--- src/shared/adcdg_pkg.sv ---
// Purpose: Shared constants and types for the ADC diagnostic command block
// Assumes: 10 MHz mclk, Avalon-MM register access, 16-bit result words
// Notes: All offsets are byte addresses of 32-bit aligned words
package adcdg_pkg;
  // Clock rate in kHz
  localparam int CLK_KHZ = 10000;
  // Register byte offsets
  localparam logic [7:0] OFS_CMD = 8'h00;
  localparam logic [7:0] OFS_STATUS = 8'h04;
  localparam logic [7:0] OFS_STATB = 8'h08;
  localparam logic [7:0] OFS_DIAGIN = 8'h0c;
  localparam logic [7:0] OFS_CELL = 8'h40;
  localparam logic [7:0] OFS_AUX = 8'h80;
  localparam logic [7:0] OFS_STATR = 8'hc0;
  // Result array sizes
  localparam int NCELL = 15;
  localparam int NAUX = 12;
  localparam int NSTAT = 4;
  // Aux slot of second reference (group B, first word after GPIO3)
  localparam int AUX_REF = 3;
  // Aux group D last four words are flags, untouched by aux clear
  localparam int AUX_KEEP = 8;
  // Aux words filled by the aux self-test: nine GPIO and the reference
  localparam int NAUX_ST = 10;
  // Cell slot indices used by overlap command
  localparam int CELL7 = 6;
  localparam int CELL8 = 7;
  localparam int CELL13 = 12;
  localparam int CELL14 = 13;
  // Command codes in CMD[3:0]
  localparam logic [3:0] C_NONE = 4'h0;
  localparam logic [3:0] C_CELL = 4'h1;
  localparam logic [3:0] C_OVL = 4'h2;
  localparam logic [3:0] C_AUX = 4'h3;
  localparam logic [3:0] C_MUX = 4'h4;
  localparam logic [3:0] C_CST = 4'h5;
  localparam logic [3:0] C_AST = 4'h6;
  localparam logic [3:0] C_SST = 4'h7;
  localparam logic [3:0] C_CLRC = 4'h8;
  localparam logic [3:0] C_CLRA = 4'h9;
  localparam logic [3:0] C_CLRS = 4'ha;
  localparam logic [3:0] C_OPEN = 4'hb;
  localparam logic [3:0] C_STB = 4'hc;
  // Command field positions
  localparam int F_MODE = 4;
  localparam int F_ST = 8;
  localparam int F_PUP = 10;
  // Conversion mode codes
  localparam logic [2:0] M27K = 3'h0;
  localparam logic [2:0] M14K = 3'h1;
  // Self-test patterns
  localparam logic [15:0] P1_27 = 16'h9565;
  localparam logic [15:0] P1_14 = 16'h9553;
  localparam logic [15:0] P1_SL = 16'h9555;
  localparam logic [15:0] P2_27 = 16'h6a9a;
  localparam logic [15:0] P2_14 = 16'h6aac;
  localparam logic [15:0] P2_SL = 16'h6aaa;
  localparam logic [15:0] CLRW = 16'hffff;
  // Overlap command total times in us per mode
  localparam int OVL_US [8] = '{384, 442, 791, 1024, 1490, 2420, 4282,
                                67119};
  // Cell conversion total times in us per mode
  localparam int CELL_US [8] = '{1147, 1322, 2369, 3067, 4463, 7256,
                                 12842, 201351};
  // Mux check times in us, reference up or from standby; aux and status use cell times
  localparam int MUX_REF_US = 400;
  localparam int MUX_STBY_US = 4500;
  localparam int US_CYC = CLK_KHZ / 1000;
  // Status B bit positions
  localparam int SB_MUX = 0;
  localparam int SB_THERMAL_SHUTDOWN_FLAG = 1;
  localparam int SB_REV = 4;
  localparam logic [3:0] REV_CODE = 4'h3; // Arbitrary value
  // Bus word
  typedef struct packed {
    logic [7:0] addr;
    logic wr;
    logic rd;
    logic [31:0] wdata;
  } adcdg_req_s;
  typedef enum logic [1:0] {
    S_IDLE = 2'b00,
    S_BUSY = 2'b01,
    S_DONE = 2'b10
  } adcdg_state_e;
endpackage

--- src/adcdg_top.sv ---
// Purpose: ADC diagnostic commands: overlap, reference, mux, self-test,
//   clears and open wire, with result storage and Avalon-MM access
// Assumes: Analog results arrive on diagnostic inputs each conversion
// Notes: Conversion timing is counted, analog values are sampled at end, overlap cells 7 and 8 at the midpoint
`timescale 1ns/100ps
module adcdg_top (
  input wire logic mclk,
  input wire logic rst,
  input wire logic [7:0] avs_address,
  input wire logic avs_read,
  input wire logic avs_write,
  input wire logic [31:0] avs_writedata,
  output logic [31:0] avs_readdata,
  output logic avs_waitrequest,
  input wire logic [15:0] adcResultA,
  input wire logic [15:0] adcResultB,
  input wire logic muxDecoderFail,
  input wire logic referencePoweredState,
  input wire logic thermalEvent,
  output logic testStreamSel,
  output logic testStreamBit,
  output logic sourceEnable,
  output logic pullupSelect
);
  ////////////////////////////////////////////////////////////////////////
  // Input synchronisers
  logic [15:0] resA1_r, resA_r, resB1_r, resB_r; // Analog word sync
  logic [3:0] pin1_r, pin_r; // Fail, ref up, thermal, spare
  // Two flops before use
  always_ff @(posedge mclk) begin
    if (rst) begin
      resA1_r <= 16'h0000;
      resA_r <= 16'h0000;
      resB1_r <= 16'h0000;
      resB_r <= 16'h0000;
      pin1_r <= 4'h0;
      pin_r <= 4'h0;
    end else begin
      resA1_r <= adcResultA;
      resA_r <= resA1_r;
      resB1_r <= adcResultB;
      resB_r <= resB1_r;
      pin1_r <= {1'b0, thermalEvent, referencePoweredState,
                 muxDecoderFail};
      pin_r <= pin1_r;
    end
  end
  ////////////////////////////////////////////////////////////////////////
  // Bus slave, one wait cycle on each access
  adcdg_pkg::adcdg_req_s req;
  logic ack_r; // Access completes
  logic wrEn, rdEn;
  assign req = '{addr: avs_address, wr: avs_write, rd: avs_read,
                 wdata: avs_writedata};
  // Waitrequest low one cycle after request
  assign avs_waitrequest = (req.wr | req.rd) & ~ack_r;
  assign wrEn = req.wr & ack_r;
  assign rdEn = req.rd & ack_r;
  // Ack toggles per access
  always_ff @(posedge mclk) begin
    if (rst) begin
      ack_r <= 1'b0;
    end else begin
      ack_r <= (req.wr | req.rd) & ~ack_r;
    end
  end
  ////////////////////////////////////////////////////////////////////////
  // Command sequencer
  adcdg_pkg::adcdg_state_e state_r;
  logic [3:0] cmd_r; // Running command
  logic [2:0] mode_r; // Conversion mode
  logic [1:0] stOpt_r; // Selftest option
  logic pup_r; // Pull-up select
  logic [21:0] cnt_r; // Cycle countdown
  logic phase_r; // Overlap second phase
  logic [21:0] endCnt; // Duration of accepted command
  logic [21:0] halfCnt; // Overlap first phase point
  logic [3:0] newCmd;
  logic start, fin, mux_fault_flag_r;
  logic [15:0] pattern;
  assign newCmd = req.wdata[3:0];
  assign start = wrEn && req.addr == adcdg_pkg::OFS_CMD &&
                 state_r != adcdg_pkg::S_BUSY;
  assign fin = state_r == adcdg_pkg::S_BUSY && cnt_r == 22'd1;
  // Duration lookup per command and mode
  always_comb begin
    endCnt = 22'd1;
    case (newCmd)
      adcdg_pkg::C_OVL: endCnt = 22'(adcdg_pkg::OVL_US[req.wdata[6:4]] *
                         adcdg_pkg::US_CYC);
      adcdg_pkg::C_CELL, adcdg_pkg::C_OPEN, adcdg_pkg::C_AUX,
      adcdg_pkg::C_CST, adcdg_pkg::C_AST, adcdg_pkg::C_SST:
        endCnt = 22'(adcdg_pkg::CELL_US[req.wdata[6:4]] *
                 adcdg_pkg::US_CYC);
      adcdg_pkg::C_MUX: endCnt = pin_r[1] ?
        22'(adcdg_pkg::MUX_REF_US * adcdg_pkg::US_CYC) :
        22'(adcdg_pkg::MUX_STBY_US * adcdg_pkg::US_CYC);
      default: endCnt = 22'd1;
    endcase
  end
  assign halfCnt = 22'(adcdg_pkg::OVL_US[mode_r] * adcdg_pkg::US_CYC / 2);
  // State and countdown
  always_ff @(posedge mclk) begin
    if (rst) begin
      state_r <= adcdg_pkg::S_IDLE;
      cmd_r <= adcdg_pkg::C_NONE;
      mode_r <= 3'h0;
      stOpt_r <= 2'h0;
      pup_r <= 1'b0;
      cnt_r <= 22'd0;
      phase_r <= 1'b0;
    end else if (start) begin
      state_r <= adcdg_pkg::S_BUSY;
      cmd_r <= newCmd;
      mode_r <= req.wdata[6:4];
      stOpt_r <= req.wdata[9:8];
      pup_r <= req.wdata[adcdg_pkg::F_PUP];
      cnt_r <= endCnt;
      phase_r <= 1'b0;
    end else if (state_r == adcdg_pkg::S_BUSY) begin
      cnt_r <= cnt_r - 22'd1;
      // Cells 7 and 8 first, then cells 13 and 14
      if (cnt_r == halfCnt) begin
        phase_r <= 1'b1;
      end
      if (fin) begin
        state_r <= adcdg_pkg::S_DONE;
      end
    end
  end
  // Self-test stream steering, filtered path replaced by test bit
  assign testStreamSel = state_r == adcdg_pkg::S_BUSY &&
    (cmd_r == adcdg_pkg::C_CST || cmd_r == adcdg_pkg::C_AST ||
     cmd_r == adcdg_pkg::C_SST);
  assign testStreamBit = testStreamSel & (stOpt_r[0] ^ cnt_r[0]);
  // Open wire current sources on during conversion
  assign sourceEnable = state_r == adcdg_pkg::S_BUSY &&
                        cmd_r == adcdg_pkg::C_OPEN;
  assign pullupSelect = pup_r;
  // Filtered pattern for selftest option and mode
  always_comb begin
    pattern = adcdg_pkg::CLRW;
    if (stOpt_r == 2'b01) begin
      pattern = mode_r == adcdg_pkg::M27K ? adcdg_pkg::P1_27 :
        mode_r == adcdg_pkg::M14K ? adcdg_pkg::P1_14 :
        adcdg_pkg::P1_SL;
    end else if (stOpt_r == 2'b10) begin
      pattern = mode_r == adcdg_pkg::M27K ? adcdg_pkg::P2_27 :
        mode_r == adcdg_pkg::M14K ? adcdg_pkg::P2_14 :
        adcdg_pkg::P2_SL;
    end
  end
  ////////////////////////////////////////////////////////////////////////
  // Result storage
  logic [15:0] cell_r [adcdg_pkg::NCELL]; // Cell words
  logic [15:0] aux_r [adcdg_pkg::NAUX]; // Aux words, D tail holds flags
  logic [15:0] stat_r [adcdg_pkg::NSTAT]; // Sum, temp, supplies
  logic [3:0] ovlIdx;
  assign ovlIdx = 4'(phase_r ? adcdg_pkg::CELL13 : adcdg_pkg::CELL7);
  // Cell results; overlap writes two slots per phase
  always_ff @(posedge mclk) begin
    if (rst) begin
      for (int i = 0; i < adcdg_pkg::NCELL; i++) cell_r[i] <= 16'hffff;
    end else if (start && newCmd == adcdg_pkg::C_CLRC) begin
      for (int i = 0; i < adcdg_pkg::NCELL; i++)
        cell_r[i] <= adcdg_pkg::CLRW;
    end else if (state_r == adcdg_pkg::S_BUSY && cmd_r == adcdg_pkg::C_OVL
                 && (cnt_r == halfCnt || fin)) begin
      cell_r[ovlIdx] <= resB_r;
      cell_r[ovlIdx + 4'd1] <= resA_r;
    end else if (fin && cmd_r == adcdg_pkg::C_CST) begin
      for (int i = 0; i < adcdg_pkg::NCELL; i++)
        cell_r[i] <= pattern;
    end else if (fin && (cmd_r == adcdg_pkg::C_CELL ||
                 cmd_r == adcdg_pkg::C_OPEN)) begin
      for (int i = 0; i < adcdg_pkg::NCELL; i++)
        cell_r[i] <= resA_r;
    end
  end
  // Aux results; second reference at group B slot
  always_ff @(posedge mclk) begin
    if (rst) begin
      for (int i = 0; i < adcdg_pkg::NAUX; i++) aux_r[i] <= 16'hffff;
    end else if (start && newCmd == adcdg_pkg::C_CLRA) begin
      for (int i = 0; i < adcdg_pkg::AUX_KEEP; i++)
        aux_r[i] <= adcdg_pkg::CLRW;
    end else if (start && newCmd == adcdg_pkg::C_CLRS) begin
      for (int i = adcdg_pkg::AUX_KEEP; i < adcdg_pkg::NAUX; i++)
        aux_r[i] <= adcdg_pkg::CLRW;
    end else if (fin && cmd_r == adcdg_pkg::C_AST) begin
      // All GPIO words and the reference, spilling into group D
      for (int i = 0; i < adcdg_pkg::NAUX_ST; i++)
        aux_r[i] <= pattern;
    end else if (fin && cmd_r == adcdg_pkg::C_AUX) begin
      for (int i = 0; i < adcdg_pkg::AUX_KEEP; i++)
        aux_r[i] <= resA_r;
      aux_r[adcdg_pkg::AUX_REF] <= resB_r;
    end
  end
  // Status results
  always_ff @(posedge mclk) begin
    if (rst) begin
      for (int i = 0; i < adcdg_pkg::NSTAT; i++) stat_r[i] <= 16'hffff;
    end else if (start && newCmd == adcdg_pkg::C_CLRS) begin
      for (int i = 0; i < adcdg_pkg::NSTAT; i++)
        stat_r[i] <= adcdg_pkg::CLRW;
    end else if (fin && cmd_r == adcdg_pkg::C_SST) begin
      for (int i = 0; i < adcdg_pkg::NSTAT; i++)
        stat_r[i] <= pattern;
    end
  end
  ////////////////////////////////////////////////////////////////////////
  // Status B flags
  logic thermal_shutdown_flag_r; // Thermal shutdown flag
  logic statBRead;
  assign statBRead = rdEn && req.addr == adcdg_pkg::OFS_STATB;
  // Mux fault flag, one at reset and status clear
  always_ff @(posedge mclk) begin
    if (rst) begin
      mux_fault_flag_r <= 1'b1;
    end else if (start && newCmd == adcdg_pkg::C_CLRS) begin
      mux_fault_flag_r <= 1'b1;
    end else if (start && newCmd == adcdg_pkg::C_MUX) begin
      // Cleared once at acceptance, so a long standby run keeps any fail
      mux_fault_flag_r <= 1'b0;
    end else if (state_r == adcdg_pkg::S_BUSY &&
                 cmd_r == adcdg_pkg::C_MUX && pin_r[0]) begin
      // Any failing decoder sets it for the rest of the run
      mux_fault_flag_r <= 1'b1;
    end
  end
  // Thermal flag: event or clear sets, read clears, set wins
  always_ff @(posedge mclk) begin
    if (rst) begin
      thermal_shutdown_flag_r <= 1'b0;
    end else if (pin_r[2] || (start && newCmd == adcdg_pkg::C_CLRS)) begin
      thermal_shutdown_flag_r <= 1'b1;
    end else if (statBRead) begin
      thermal_shutdown_flag_r <= 1'b0;
    end
  end
  ////////////////////////////////////////////////////////////////////////
  // Read mux, reserved bits zero
  logic [31:0] rdMux;
  logic [5:0] idx;
  assign idx = req.addr[7:2] & 6'h0f;
  always_comb begin
    rdMux = 32'h0000_0000;
    if (req.addr == adcdg_pkg::OFS_STATUS) begin
      rdMux = {30'h0, state_r};
    end else if (req.addr == adcdg_pkg::OFS_STATB) begin
      rdMux = {24'h0, adcdg_pkg::REV_CODE, 2'b00, thermal_shutdown_flag_r,
               mux_fault_flag_r};
    end else if (req.addr == adcdg_pkg::OFS_CMD) begin
      rdMux = {21'h0, pup_r, stOpt_r, 1'b0, mode_r, cmd_r};
    end else if (req.addr[7:6] == 2'b01 && idx < 6'(adcdg_pkg::NCELL)) begin
      rdMux = {16'h0, cell_r[idx[3:0]]};
    end else if (req.addr[7:6] == 2'b10 && idx < 6'(adcdg_pkg::NAUX)) begin
      rdMux = {16'h0, aux_r[idx[3:0]]};
    end else if (req.addr[7:6] == 2'b11 && idx < 6'(adcdg_pkg::NSTAT)) begin
      rdMux = {16'h0, stat_r[idx[1:0]]};
    end
  end
  // Registered read data
  always_ff @(posedge mclk) begin
    if (rst) begin
      avs_readdata <= 32'h0000_0000;
    end else if (req.rd & ~ack_r) begin
      avs_readdata <= rdMux;
    end
  end
endmodule // adcdg_top

--- config.mk ---
export PLATFORM = sky130hd
export DESIGN_NAME = adcdg_top
export DESIGN_NICKNAME = d
export VERILOG_FILES = /design/src/shared/adcdg_pkg.sv /design/src/adcdg_top.sv
export SDC_FILE = /design/constraint.sdc
export NUM_CORES = 1
export LEC_CHECK = 0
export ABC_AREA = 1
export ABC_CLOCK_PERIOD_IN_PS = 14550
export BUFFER_PORTS_ARGS = -buffer_cell sky130_fd_sc_hd__buf_2
export CAP_MARGIN = 30
export CORE_AREA = 2 2 209 211
export CTS_BUF_LIST = sky130_fd_sc_hd__clkbuf_2 sky130_fd_sc_hd__clkbuf_4 sky130_fd_sc_hd__clkbuf_8
export DETAILED_ROUTE_END_ITERATION = 7
export DIE_AREA = 0 0 211 213
export PLACE_DENSITY = 0.63
export SETUP_SLACK_MARGIN = 0.2
export SLEW_MARGIN = 15
export SYNTH_ARGS = -nofsm -noshare
export SYNTH_HDL_FRONTEND = slang
export SYNTH_SLANG_ARGS = --single-unit
export TNS_END_PERCENT = 20
--- constraint.sdc ---
create_clock -name mclk -period 14.55 [get_ports mclk]
set_input_delay 1.455 -clock mclk [delete_from_list [all_inputs] [get_ports mclk]]
set_output_delay 1.455 -clock mclk [all_outputs]
set_load 0.1 [all_outputs]
* After elaboration in Yosys (flattened, before gate mapping)
Memories as Yosys holds them, arrays and structs flattened.
Index checks and enable logic that the tools add are counted.
** Storage, ports and cells
- Memories :: 6
- ROM bits :: 768
- Bits in registers :: 140
- Bits in writable memories :: 496
- Output and inout port bits :: 37
** Memory list
- (no name shown) :: depth 8, bits a word 32, read ports 1, clocked after Yosys merged registers in 0, wr ports 0, line adcdg_top.sv:101 : assign halfCnt = 22'(adcdg_pkg::OVL_US[mode_r] * adcdg_pkg::US_CYC / 2);
- (no name shown) :: depth 8, bits a word 32, read ports 1, clocked after Yosys merged registers in 0, wr ports 0, line adcdg_top.sv:93 : endCnt = 22'(adcdg_pkg::CELL_US[req.wdata[6:4]] *
- (no name shown) :: depth 8, bits a word 32, read ports 1, clocked after Yosys merged registers in 0, wr ports 0, line adcdg_top.sv:89 : adcdg_pkg::C_OVL: endCnt = 22'(adcdg_pkg::OVL_US[req.wdata[6:4]] *
- cell_r :: depth 15, bits a word 16, read ports 1, clocked after Yosys merged registers in 0, wr ports 15, line adcdg_top.sv:155 : logic [15:0] cell_r [adcdg_pkg::NCELL];
- aux_r :: depth 12, bits a word 16, read ports 1, clocked after Yosys merged registers in 0, wr ports 12, line adcdg_top.sv:156 : logic [15:0] aux_r [adcdg_pkg::NAUX];
- stat_r :: depth 4, bits a word 16, read ports 1, clocked after Yosys merged registers in 0, wr ports 4, line adcdg_top.sv:157 : logic [15:0] stat_r [adcdg_pkg::NSTAT];
** Cells by class
- Eq/ne operators :: 31
- $lt $le $gt $ge :: 5
- Multiplexer cells :: 164
- Reduce and logical (&&, ||, !) cells :: 41
- $mul :: 3
- Bitwise logic cells :: 94
- Add/sub/neg operators :: 2
** Operators with widths (count)
- 16-bit two-way mux :: 95
- 32-bit two-way mux :: 6
- 1-bit bitwise OR :: 85
- 22-bit one-hot mux with 3 select lines :: 1
- 32-bit by 4-bit multiplier with 21-bit output, second input constant :: 2
- 1-bit two-way mux :: 53
- 22-bit two-way mux :: 2
- 4-bit by 3-bit equality test with 1-bit output, second input constant :: 8
- 32-bit by 4-bit multiplier with 22-bit output, second input constant :: 1
- 16-bit OR reduction :: 2
- 22-bit by 1-bit equality test with 1-bit output, second input constant :: 1
- 22-bit equality test :: 1
- 1-bit logical AND :: 22
- 22-bit by 1-bit subtractor with 22-bit output, second input constant :: 1
- 4-bit equality test, second input constant :: 5
- 4-bit by 2-bit equality test with 1-bit output, second input constant :: 4
- 4-bit two-way mux :: 3
- 6-bit two-way mux :: 2
- 4-bit by 1-bit equality test with 1-bit output, second input constant :: 2
- 8-bit by 3-bit equality test with 1-bit output, second input constant :: 1
- 8-bit by 4-bit equality test with 1-bit output, second input constant :: 1
- 4-bit >= comparator, second input constant :: 2
- 8-bit zero test :: 1
- 4-bit < comparator, second input constant :: 2
- other kinds (17) :: 37

* Logic depth before layout (Yosys ltp)
Gate-level depths: netlist of the first run.
- Depth in word-level cells :: 15
- Mapped depth :: 25
- Gate-level depth less buffers :: 24

* Worst setup path after synthesis of the first run
OpenSTA, ideal clock, no wires.
- Path kind :: register -> output
- Start :: register state_r[0]
- End :: output port testStreamBit
- Arrival :: 3.979 ns
- Cell stages (with the launch flop) :: 7
- Path slack :: 9.116 ns
- Required time :: 13.095 ns
- Cells stage by stage :: dfxtp_1 inv_1 nor2_2 inv_1 clkbuf_1 nor3_1 o21a_1
** Between the ends
- Word-level cells in the longest chain between the ends :: 3
** RTL lines
- start: declaration :: line adcdg_top.sv:69 : adcdg_pkg::adcdg_state_e state_r;
- start signal: assignment :: line adcdg_top.sv:105 : state_r <= adcdg_pkg::S_IDLE;
- start signal: assignment :: line adcdg_top.sv:113 : state_r <= adcdg_pkg::S_BUSY;
- start signal: assignment :: line adcdg_top.sv:127 : state_r <= adcdg_pkg::S_DONE;
- 2-bit by 1-bit equality test with 1-bit output :: line adcdg_top.sv:132 : assign testStreamSel = state_r == adcdg_pkg::S_BUSY &&
- 1-bit logical AND :: line adcdg_top.sv:132
- via testStreamSel :: line adcdg_top.sv:20 : output logic testStreamSel,
- 1-bit AND :: line adcdg_top.sv:135 : assign testStreamBit = testStreamSel & (stOpt_r[0] ^ cnt_r[0]);
- end: declaration :: line adcdg_top.sv:21 : output logic testStreamBit,
The timed path passes the listed nets, and every way through them passes these cells.

==> run summary, run 1 <==
VDD IR-drop max = 0.0700 mV
worst r2r path cells = 24
crit path DAT = 6300 ps
Clock transition at path regs = 60 ps
Clock Latency Late Sink = 640 ps
end of the critical path = cell_r[7][0]
RSZ-0062 raised after global routing = false
critical path peak fanout = 22
nets = 2,562
DR WL met2 = 24,900 µm
Met3 Wirelength = 4780 µm
Yosys cell types = 62
Commonest cells post-synth = 593 x nand2_1, 304 x inv_1, 223 x nor2_1
Die Footprint = 0.0449 mm²
port bufs = 77
Num CTS Buffers = 57
GRT Overall Usage = 0.248
FMAX = 0.166 GHz
Synth Register Bits = 352
count leader, synth = nand2_1
predominant post-synthesis flop cell = edfxtp_1
Synth Instances = 2,352
Remaining DRCs = 0
Async SR Flop Fraction = 0
via count of the routed design = 16,251
initial antenna violation count = 3
CTS H-tree depth = 2
crit share post-route = 0.414
Synth area leaders = edfxtp_1 33%, dfxtp_1 15%, nand2_1 12%, inv_1 6.0%, nor2_1 4.4%
first-pass GRT wire length = 85,600 µm
met1 WL = 24,700 µm
post-CTS sizing = 0
Post-synth EDFFs = 206
Hold Path Class = reg -> reg
Initial Utilization = 0.443
share of layout cells above drive strength 1 = 0.118
final period demand of the worst path = 6020 ps
Top Ports = 116
design area = 0.0210 mm²
pin count of the biggest net entering global routing = 71
final wirelength = 55,900 µm
outcome = finished clean
max-capacitance violation count = 0
Max-slew headroom = 0.327
Tightest Pin Transition = 1010 ps
PD cells = 106 mW/mm²
Crit. Startpoint = mode_r[1]
skew final = 35.5 ps
CTS tree = done
clock sinks = 352
CP Capture Type = flip-flop
mapped cell area = 0.0189 mm²
grt ovf = 0
Row Count = 76
CORE AREA = 0.0427 mm²
drt wl/cell = 18.6 µm
total negative setup slack = 0 ps
reg2reg setup slack = 8530 ps
DP HPWL = 39,200 µm
root buffer cell = clkbuf_8
number of slew-limit violations in the final report = 0
Final Hold Fails = 0
vias in the first global route = 14,986
CP required = 14,830 ps
DP Area = 0.0197 mm²
post-synth top area cell = edfxtp_1
startpoint types = flip-flop
sequential fraction of the synthesis area = 0.481
Ys Warns = 0
syn_area_per_cell = 8.04 µm²
Placer Congestion = 0.911
width of the die = 211 µm
Vias per Instance = 5.40
die span in y = 213 µm
launch point of the worst reg-to-reg path = mode_r[1]
clock buffer depth = 3
Routed Antenna Nets = 0
share of the synthesized area in the top cell type = 0.327
CP Class = reg -> reg
TritonRoute pass-1 iters = 6
area grow syn2layout = 11.0%
Top Layer Used = met5
Worst R2R End = cell_r[7][0]
First DRT Iteration DRCs = 1,681
Setup Buffers After CTS = 0
hold_buf cts = 0
endpoints failing setup = 0
leak pwr = 8.47 nW
==> stage by stage <==
| stage | hold slack, ps | setup WS (ps) | std cells | power, mW | util |
|---|---|---|---|---|---|
| floorplan | 388 | 9120 | 2367 | 1.26 | - |
| global placement | 399 | 7950 | 2896 | 1.33 | 0.461 |
| detailed placement | 396 | 8450 | 2900 | 1.34 | 0.462 |
| CTS | 404 | 8510 | 3006 | 2.24 | 0.492 |
| global route | 420 | 8080 | 3010 | 2.31 | 0.492 |
| finish | 401 | 8530 | 3010 | 2.23 | 0.492 |
==> metal layers <==
metal  GRT usage  vias to the layer above
met2       0.386                      633
met1       0.353                     7580
met3      0.0424                      116
met4      0.0780                        4
met5           0                        -
li1            -                     7918
==> cell families after synthesis <==
| group | Yosys count | share of synthesized area |
|---|---|---|
| compound gates | 380 | 0.123 |
| xor+xnor | 17 | 0.00787 |
| fa+ha+maj | 67 | 0.0455 |
| buf+inv | 450 | 0.0954 |
| flops | 352 | 0.481 |
| other cells | 1 | 0.000198 |
| simple gates | 1085 | 0.247 |
==> critical path: stages (launching register included) <==
cell     delay [ps]
dfxtp_1         470
inv_1           250
ha_1            390
inv_1            90
nand2_1          90
nand2_1         120
inv_1            50
ha_1            280
ha_1            230
fa_1            530
inv_1            50
nand2_1          50
nand2_1          40
nor2_1          100
nand3_1          80
nor2_1           90
nand3_1          70
nor2_1          170
nand4_1         110
nor2_1          150
nand3_1         300
nand2_1         220
nand4_2         560
nand2_1         710
buf_4           440
==> sequential cells by signal, indices dropped and copies added, names as in the netlist <==
| register | count |
|---|---|
| mode_r | 3 |
| thermal_shutdown_flag_r | 1 |
| pin1_r | 3 |
| resA_r | 16 |
| resA1_r | 16 |
| avs_readdata | 16 |
| pin_r | 3 |
| stOpt_r | 2 |
| cnt_r | 22 |
| pullupSelect | 1 |
| resB1_r | 16 |
| aux_r | 44 |
| cmd_r | 4 |
| resB_r | 16 |
| phase_r | 1 |
| cell_r | 160 |
| ack_r | 1 |
| stat_r | 24 |
| state_r | 2 |
| mux_fault_flag_r | 1 |
==> layout make-up <==
type	instances	area, µm²
Fill cell	4133	21700
Sequential cell	352	9110
Multi-Input combinational cell	1565	8090
Inverter	336	1260
Clock buffer	93	1150
Tap cell	546	683
Timing Repair Buffer	104	617
Clock inverter	13	95.1
Antenna cell	1	2.50
==> worst min path at each step <==
stage,start,to,slack [ps],depth (start not counted)
finish,resA1_r[2],resA_r[2],400,2
floorplan,pin1_r[0],pin_r[0],390,2
detailed placement,resA1_r[2],resA_r[2],400,2
CTS,resA1_r[2],resA_r[2],400,2
global route,resA1_r[5],resA_r[5],420,2
global placement,resA1_r[2],resA_r[2],400,2
==> power breakdown <==
group          internal (mW)  switching (mW)
Sequential              1.06          0.0116
Combinational         0.0608           0.184
Clock                  0.504           0.404
Total                   1.63           0.600
==> layout by cell type (no fill, tap or decap), types with 6 or more instances in the layout <==
cell / n
a22oi_1: 10
nand4_1: 81
dfxtp_1: 146
clkbuf_4: 21
a31oi_1: 15
clkinv_2: 11
xor2_1: 11
a211oi_1: 8
o21ai_0: 146
inv_2: 27
a221oi_1: 12
nand3_1: 133
conb_1: 16
edfxtp_1: 206
buf_4: 21
nor2_2: 8
inv_1: 303
nor3_1: 19
ha_1: 64
o21ai_2: 7
o211ai_1: 11
nand2_1: 592
xnor2_1: 6
nor2_1: 221
o221ai_1: 6
a21oi_1: 120
clkbuf_8: 72
o21ai_4: 6
buf_2: 80
No activity file was read; power rests on OpenSTA's default activity.
==> run 2: changes to the inputs <==
Settings changed: ABC_CLOCK_PERIOD_IN_PS 14550 to 5900.
Clock period 14.55 ns to 5.9 ns, I/O delays scaled along.
==> run 2 against run 1 <==
Compared with the run above:
- via count is 1.2% higher
- non-clock buffer count grew 4
- global-route usage decreased by 0.43 points
- clock-buffer cell count down 10
- worst hold slack worse by 230 ps
- combinational power up 150%
- sequential power up 150%
- fmax grew 22%
- design area shrank 0.12%
- worst setup slack got worse by 7600 ps
- wire length is 1.4% lower
==> run summary, run 2 (synthesis gave the netlist of run 1 again) <==
outcome = finished clean
Worst R2R End = cell_r[12][7]
first-pass GRT wire length = 85,100 µm
worst hold path endpoint = resB1_r[14]
Row Count = 76
vias in the first global route = 15,010
Tightest Pin Transition = 1020 ps
clock buffer depth = 3
CORE AREA = 0.0427 mm²
Num CTS Buffers = 55
CP Capture Type = flip-flop
fillers = 4,159
crit path max-delay cell type = fa_1
Setup Buffers After CTS = 0
skew final = 30.7 ps
min-delay src = adcResultB[14]
die span in y = 213 µm
area grow syn2layout = 10.9%
nets = 2,564
launch point of the worst reg-to-reg path = mode_r[1]
M1 GR Usage = 0.374
GR Layer Usage met2 = 0.350
hold_buf cts = 0
Largest Register = cell_r
TritonRoute pass-1 iters = 6
Die Footprint = 0.0449 mm²
grt ovf = 0
Top Ports = 116
port bufs = 77
Clock Latency Late Sink = 620 ps
GRT met3 Usage = 0.0354
Most Crowded Layer GR = met1
FMAX = 0.203 GHz
crit path DAT = 5260 ps
final wirelength = 55,200 µm
post-CTS sizing = 0
Max-slew headroom = 0.319
max-capacitance violation count = 0
reg2reg setup slack = 960 ps
Placer Congestion = 1.04
Final Hold Fails = 0
drt wl/cell = 18.3 µm
top flop regs = cell_r (160), aux_r (44), stat_r (24)
sequential cell area = 0.00911 mm²
share of the core filled with cells = 0.491
Remaining DRCs = 0
Vias per Instance = 5.46
CP Class = reg -> reg
worst r2r path cells = 25
hold path depth = 3
share of layout cells above drive strength 1 = 0.115
leak pwr = 8.45 nW
CP required = 6230 ps
Hold Path Class = in -> reg
startpoint types = flip-flop
area of the multi-input gates = 0.00809 mm²
Clock transition at path regs = 60 ps
GRT Overall Usage = 0.244
RSZ-0062 raised after global routing = false
most frequent cells in the layout = 593 x nand2_1, 303 x inv_1, 222 x nor2_1, 206 x edfxtp_1
width of the die = 211 µm
final period demand of the worst path = 4940 ps
cell mode on critical path = nand2_1
clock sinks = 352
VDD IR-drop max = 0.157 mV
total negative setup slack = 0 ps
CTS tree = done
crit-path max cell delay = 530 ps
number of slew-limit violations in the final report = 0
PD cells = 257 mW/mm²
Initial Utilization = 0.443
commonest non-fill, non-tap cell in the layout = nand2_1
DP HPWL = 41,200 µm
Routed Antenna Nets = 0
via count of the routed design = 16,438
critical path peak fanout = 24
CTS H-tree depth = 2
First DRT Iteration DRCs = 2,033
initial antenna violation count = 1
crit share post-route = 0.837
max reg flops = 160
pin count of the biggest net entering global routing = 68
endpoints failing setup = 0
root buffer cell = clkbuf_8
==> run 2: cell types whose count changed in the layout (fill, tap and decap cells not counted), sizes merged <==
cell	previous run	this run
clkinv	16	22
clkdlybuf4s15	0	1
bufinv	0	1
diode	1	2
clkinvlp	0	1
inv	333	331
clkbuf	93	83
buf	104	107
==> run 2: critical path, delay by kind of cell, from the launching register on <==
kind / cells / cell delay [ps]
AND/OR/NAND/NOR: 15 / 1830
adder cells (fa/ha/maj): 4 / 1420
buffers and inverters: 6 / 930
flip-flops: 1 / 470
==> run 2: power breakdown <==
group / switching (mW) / total, mW / internal, mW / leakage, nW
clock network: 0.985 / 2.15 / 1.16 / 0.623
logic: 0.451 / 0.603 / 0.152 / 5.24
registers: 0.0266 / 2.65 / 2.62 / 2.59
==> run 2: area by class of cell <==
| cell class | instances | share of cell area |
|---|---|---|
| sequential | 352 | 0.434 |
| multi-input combinational | 1565 | 0.386 |
| inverter | 336 | 0.0602 |
| clock buffer | 83 | 0.0488 |
| tap | 546 | 0.0326 |
| timing repair buffer | 108 | 0.0318 |
| clock inverter | 19 | 0.00662 |
| antenna | 2 | 0.000239 |
==> run 2: worst max path at each step <==
| stage | startpoint | to | depth (start not counted) |
|---|---|---|---|
| after CTS | mode_r[1] | cell_r[12][7] | 25 |
| final | mode_r[1] | cell_r[12][7] | 25 |
| after floorplan | mode_r[0] | cell_r[12][0] | 24 |
| after detailed placement | mode_r[1] | cell_r[13][14] | 25 |
| after global placement | mode_r[0] | cell_r[13][14] | 25 |
| after global routing | mode_r[0] | cell_r[12][11] | 25 |
==> run 2: per-layer routing <==
| metal | share of wire | up-vias |
|---|---|---|
| met3 | 0.095 | 87 |
| met5 | 0 | - |
| met4 | 0.030 | 0 |
| met2 | 0.41 | 751 |
| met1 | 0.47 | 7676 |
| li1 | - | 7924 |
==> run 2: per-stage QoR <==
step                power [mW]  instances  setup slack [ps]  hold WS [ps]  instance area [µm²]
global route              5.59       3010               673           141                21000
CTS                       5.43       3005              1000           118                20900
global placement          3.28       2898               974           399                19700
detailed placement        3.29       2903              1030           396                19800
floorplan                 3.11       2367              1330           388                19000
finish                    5.40       3011               963           170                21000
==> run 3: changes to the inputs <==
Settings changed: ABC_CLOCK_PERIOD_IN_PS 5900 to 4450, PLACE_DENSITY 0.63 to 0.66.
Clock period 5.9 ns to 4.45 ns, I/O delays scaled along.
==> run 3 against run 2 <==
Compared with the run above:
- sequential power grew 32%
- via count grew 3.1%
- clock skew grew 13 ps
- final cell count grew 2.6%
- non-clock buffer count grew 72
- die area is the same
- flip-flop and latch count is the same
- design area grew 4.6%
- critical endpoint is now cell_r[12][10]
- largest power group unchanged
==> run summary, run 3 (synthesis gave the netlist of run 1 again) <==
Placer Congestion = 0.925
skew final = 43.9 ps
launch point of the worst reg-to-reg path = mode_r[0]
Clock transition at path regs = 70 ps
Routed Antenna Nets = 0
max-capacitance violation count = 0
fillers = 4,033
min-delay src = avs_writedata[1]
Top Ports = 116
DR WL met2 = 26,000 µm
grt ovf = 0
CTS H-tree depth = 2
crit path DAT = 4520 ps
Hold Path Class = in -> reg
share of layout cells above drive strength 1 = 0.132
worst hold path endpoint = cmd_r[1]
VDD IR-drop max = 0.206 mV
Vias per Instance = 5.48
CORE AREA = 0.0427 mm²
Remaining DRCs = 0
pin count of the biggest net entering global routing = 65
CP required = 4980 ps
crit share post-route = 0.897
CP Buf/Inv Count = 6
met1 WL = 24,700 µm
final hold slack = 84.1 ps
PD cells = 350 mW/mm²
Worst R2R End = cell_r[12][10]
commonest non-fill, non-tap cell in the layout = nand2_1
startpoint types = flip-flop
leak pwr = 8.87 nW
width of the die = 211 µm
outcome = finished clean
total negative setup slack = 0 ps
critical path peak fanout = 16
final period demand of the worst path = 3990 ps
reg2reg setup slack = 460 ps
number of slew-limit violations in the final report = 0
GRT Overall Usage = 0.254
Inst Count DP = 2,933
clock sinks = 352
max reg flops = 160
Clock Latency Late Sink = 660 ps
Die Footprint = 0.0449 mm²
initial antenna violation count = 4
CP Capture Type = flip-flop
Tightest Pin Transition = 835 ps
die span in y = 213 µm
area grow syn2layout = 16.0%
design area = 0.0219 mm²
worst r2r path cells = 25
Final Non-Filler Cells = 3,089
drt wl/cell = 19.1 µm
crit path max-delay cell type = fa_1
Top Layer Used = met4
RSZ-0062 raised after global routing = false
clock buffer depth = 3
TritonRoute pass-1 iters = 6
Initial Utilization = 0.443
root buffer cell = clkbuf_8
top flop regs = cell_r (160), aux_r (44), stat_r (24)
nets = 2,638
endpoints failing setup = 0
final wirelength = 58,900 µm
CTS tree = done
via count of the routed design = 16,941
first-pass GRT wire length = 88,100 µm
vias in the first global route = 15,542
DP Area = 0.0200 mm²
hold path depth = 3
port bufs = 77
Num CTS Buffers = 57
crit-path max cell delay = 550 ps
First DRT Iteration DRCs = 1,922
Final Hold Fails = 0
Max-slew headroom = 0.441
FMAX = 0.250 GHz
Top delay family on crit path = simple AND/OR/NAND/NOR gates
Row Count = 76
CP Class = reg -> reg
Largest Register = cell_r
most frequent cells in the layout = 588 x nand2_1, 302 x inv_1, 220 x nor2_1, 206 x edfxtp_1
Met3 Wirelength = 6000 µm
DP HPWL = 41,300 µm
[run 3: per-layer routing]
| metal | global-route usage | vias to the layer above |
|---|---|---|
| li1 | - | 8065 |
| met1 | 0.350 | 7909 |
| met2 | 0.394 | 847 |
| met3 | 0.0512 | 120 |
| met4 | 0.102 | 0 |
| met5 | 0 | - |
[run 3: worst max-delay path by stage]
stage	from	end	slack, ps	cells past startpoint
after global placement	mode_r[1]	cell_r[6][8]	390	23
after global routing	mode_r[0]	cell_r[7][2]	190	25
final	mode_r[0]	cell_r[12][10]	460	25
after CTS	mode_r[1]	cell_r[12][2]	350	24
after detailed placement	mode_r[1]	cell_r[12][2]	390	24
after floorplan	mode_r[0]	cell_r[6][0]	180	24
[run 3: metrics by stage]
step	total power, mW	setup WS (ps)	utilization
6_report	7.68	456	0.514
5_1_grt	7.93	185	0.514
4_1_cts	7.71	351	0.509
3_5_place_dp	4.39	386	0.469
3_3_place_gp	4.38	389	0.469
2_1_floorplan	4.13	181	-
[run 3: worst min-delay path: cells and delay by family]
family                 cells  cell delay [ps]
AO/OA/AOI/OAI              1               60
buffers and inverters      1              110
AND/OR/NAND/NOR            1               80
[run 3: final cells by class]
class | count | area [µm²] | area share
well taps | 546 | 683 | 0.0311
diodes | 4 | 10.0 | 0.000456
multi-input cells | 1565 | 8140 | 0.371
inverters | 336 | 1260 | 0.0576
flip-flops and latches | 352 | 9110 | 0.415
clock inverters | 30 | 397 | 0.0181
clock buffers | 76 | 958 | 0.0437
repair buffers | 180 | 1390 | 0.0631
[run 3: timing repair]
item,in CTS,in global routing
setup endpoints to repair,0,116
buffers inserted,0,2
hold endpoints to repair,36,0
hold buffers,36,0
resized for setup,0,13
[run 3: where the power goes]
part           switching [mW]  leakage [nW]  total (mW)  internal, mW
clock network            1.38         0.698        3.32          1.94
registers              0.0368          2.59        3.51          3.47
logic                   0.617          5.59       0.849         0.232
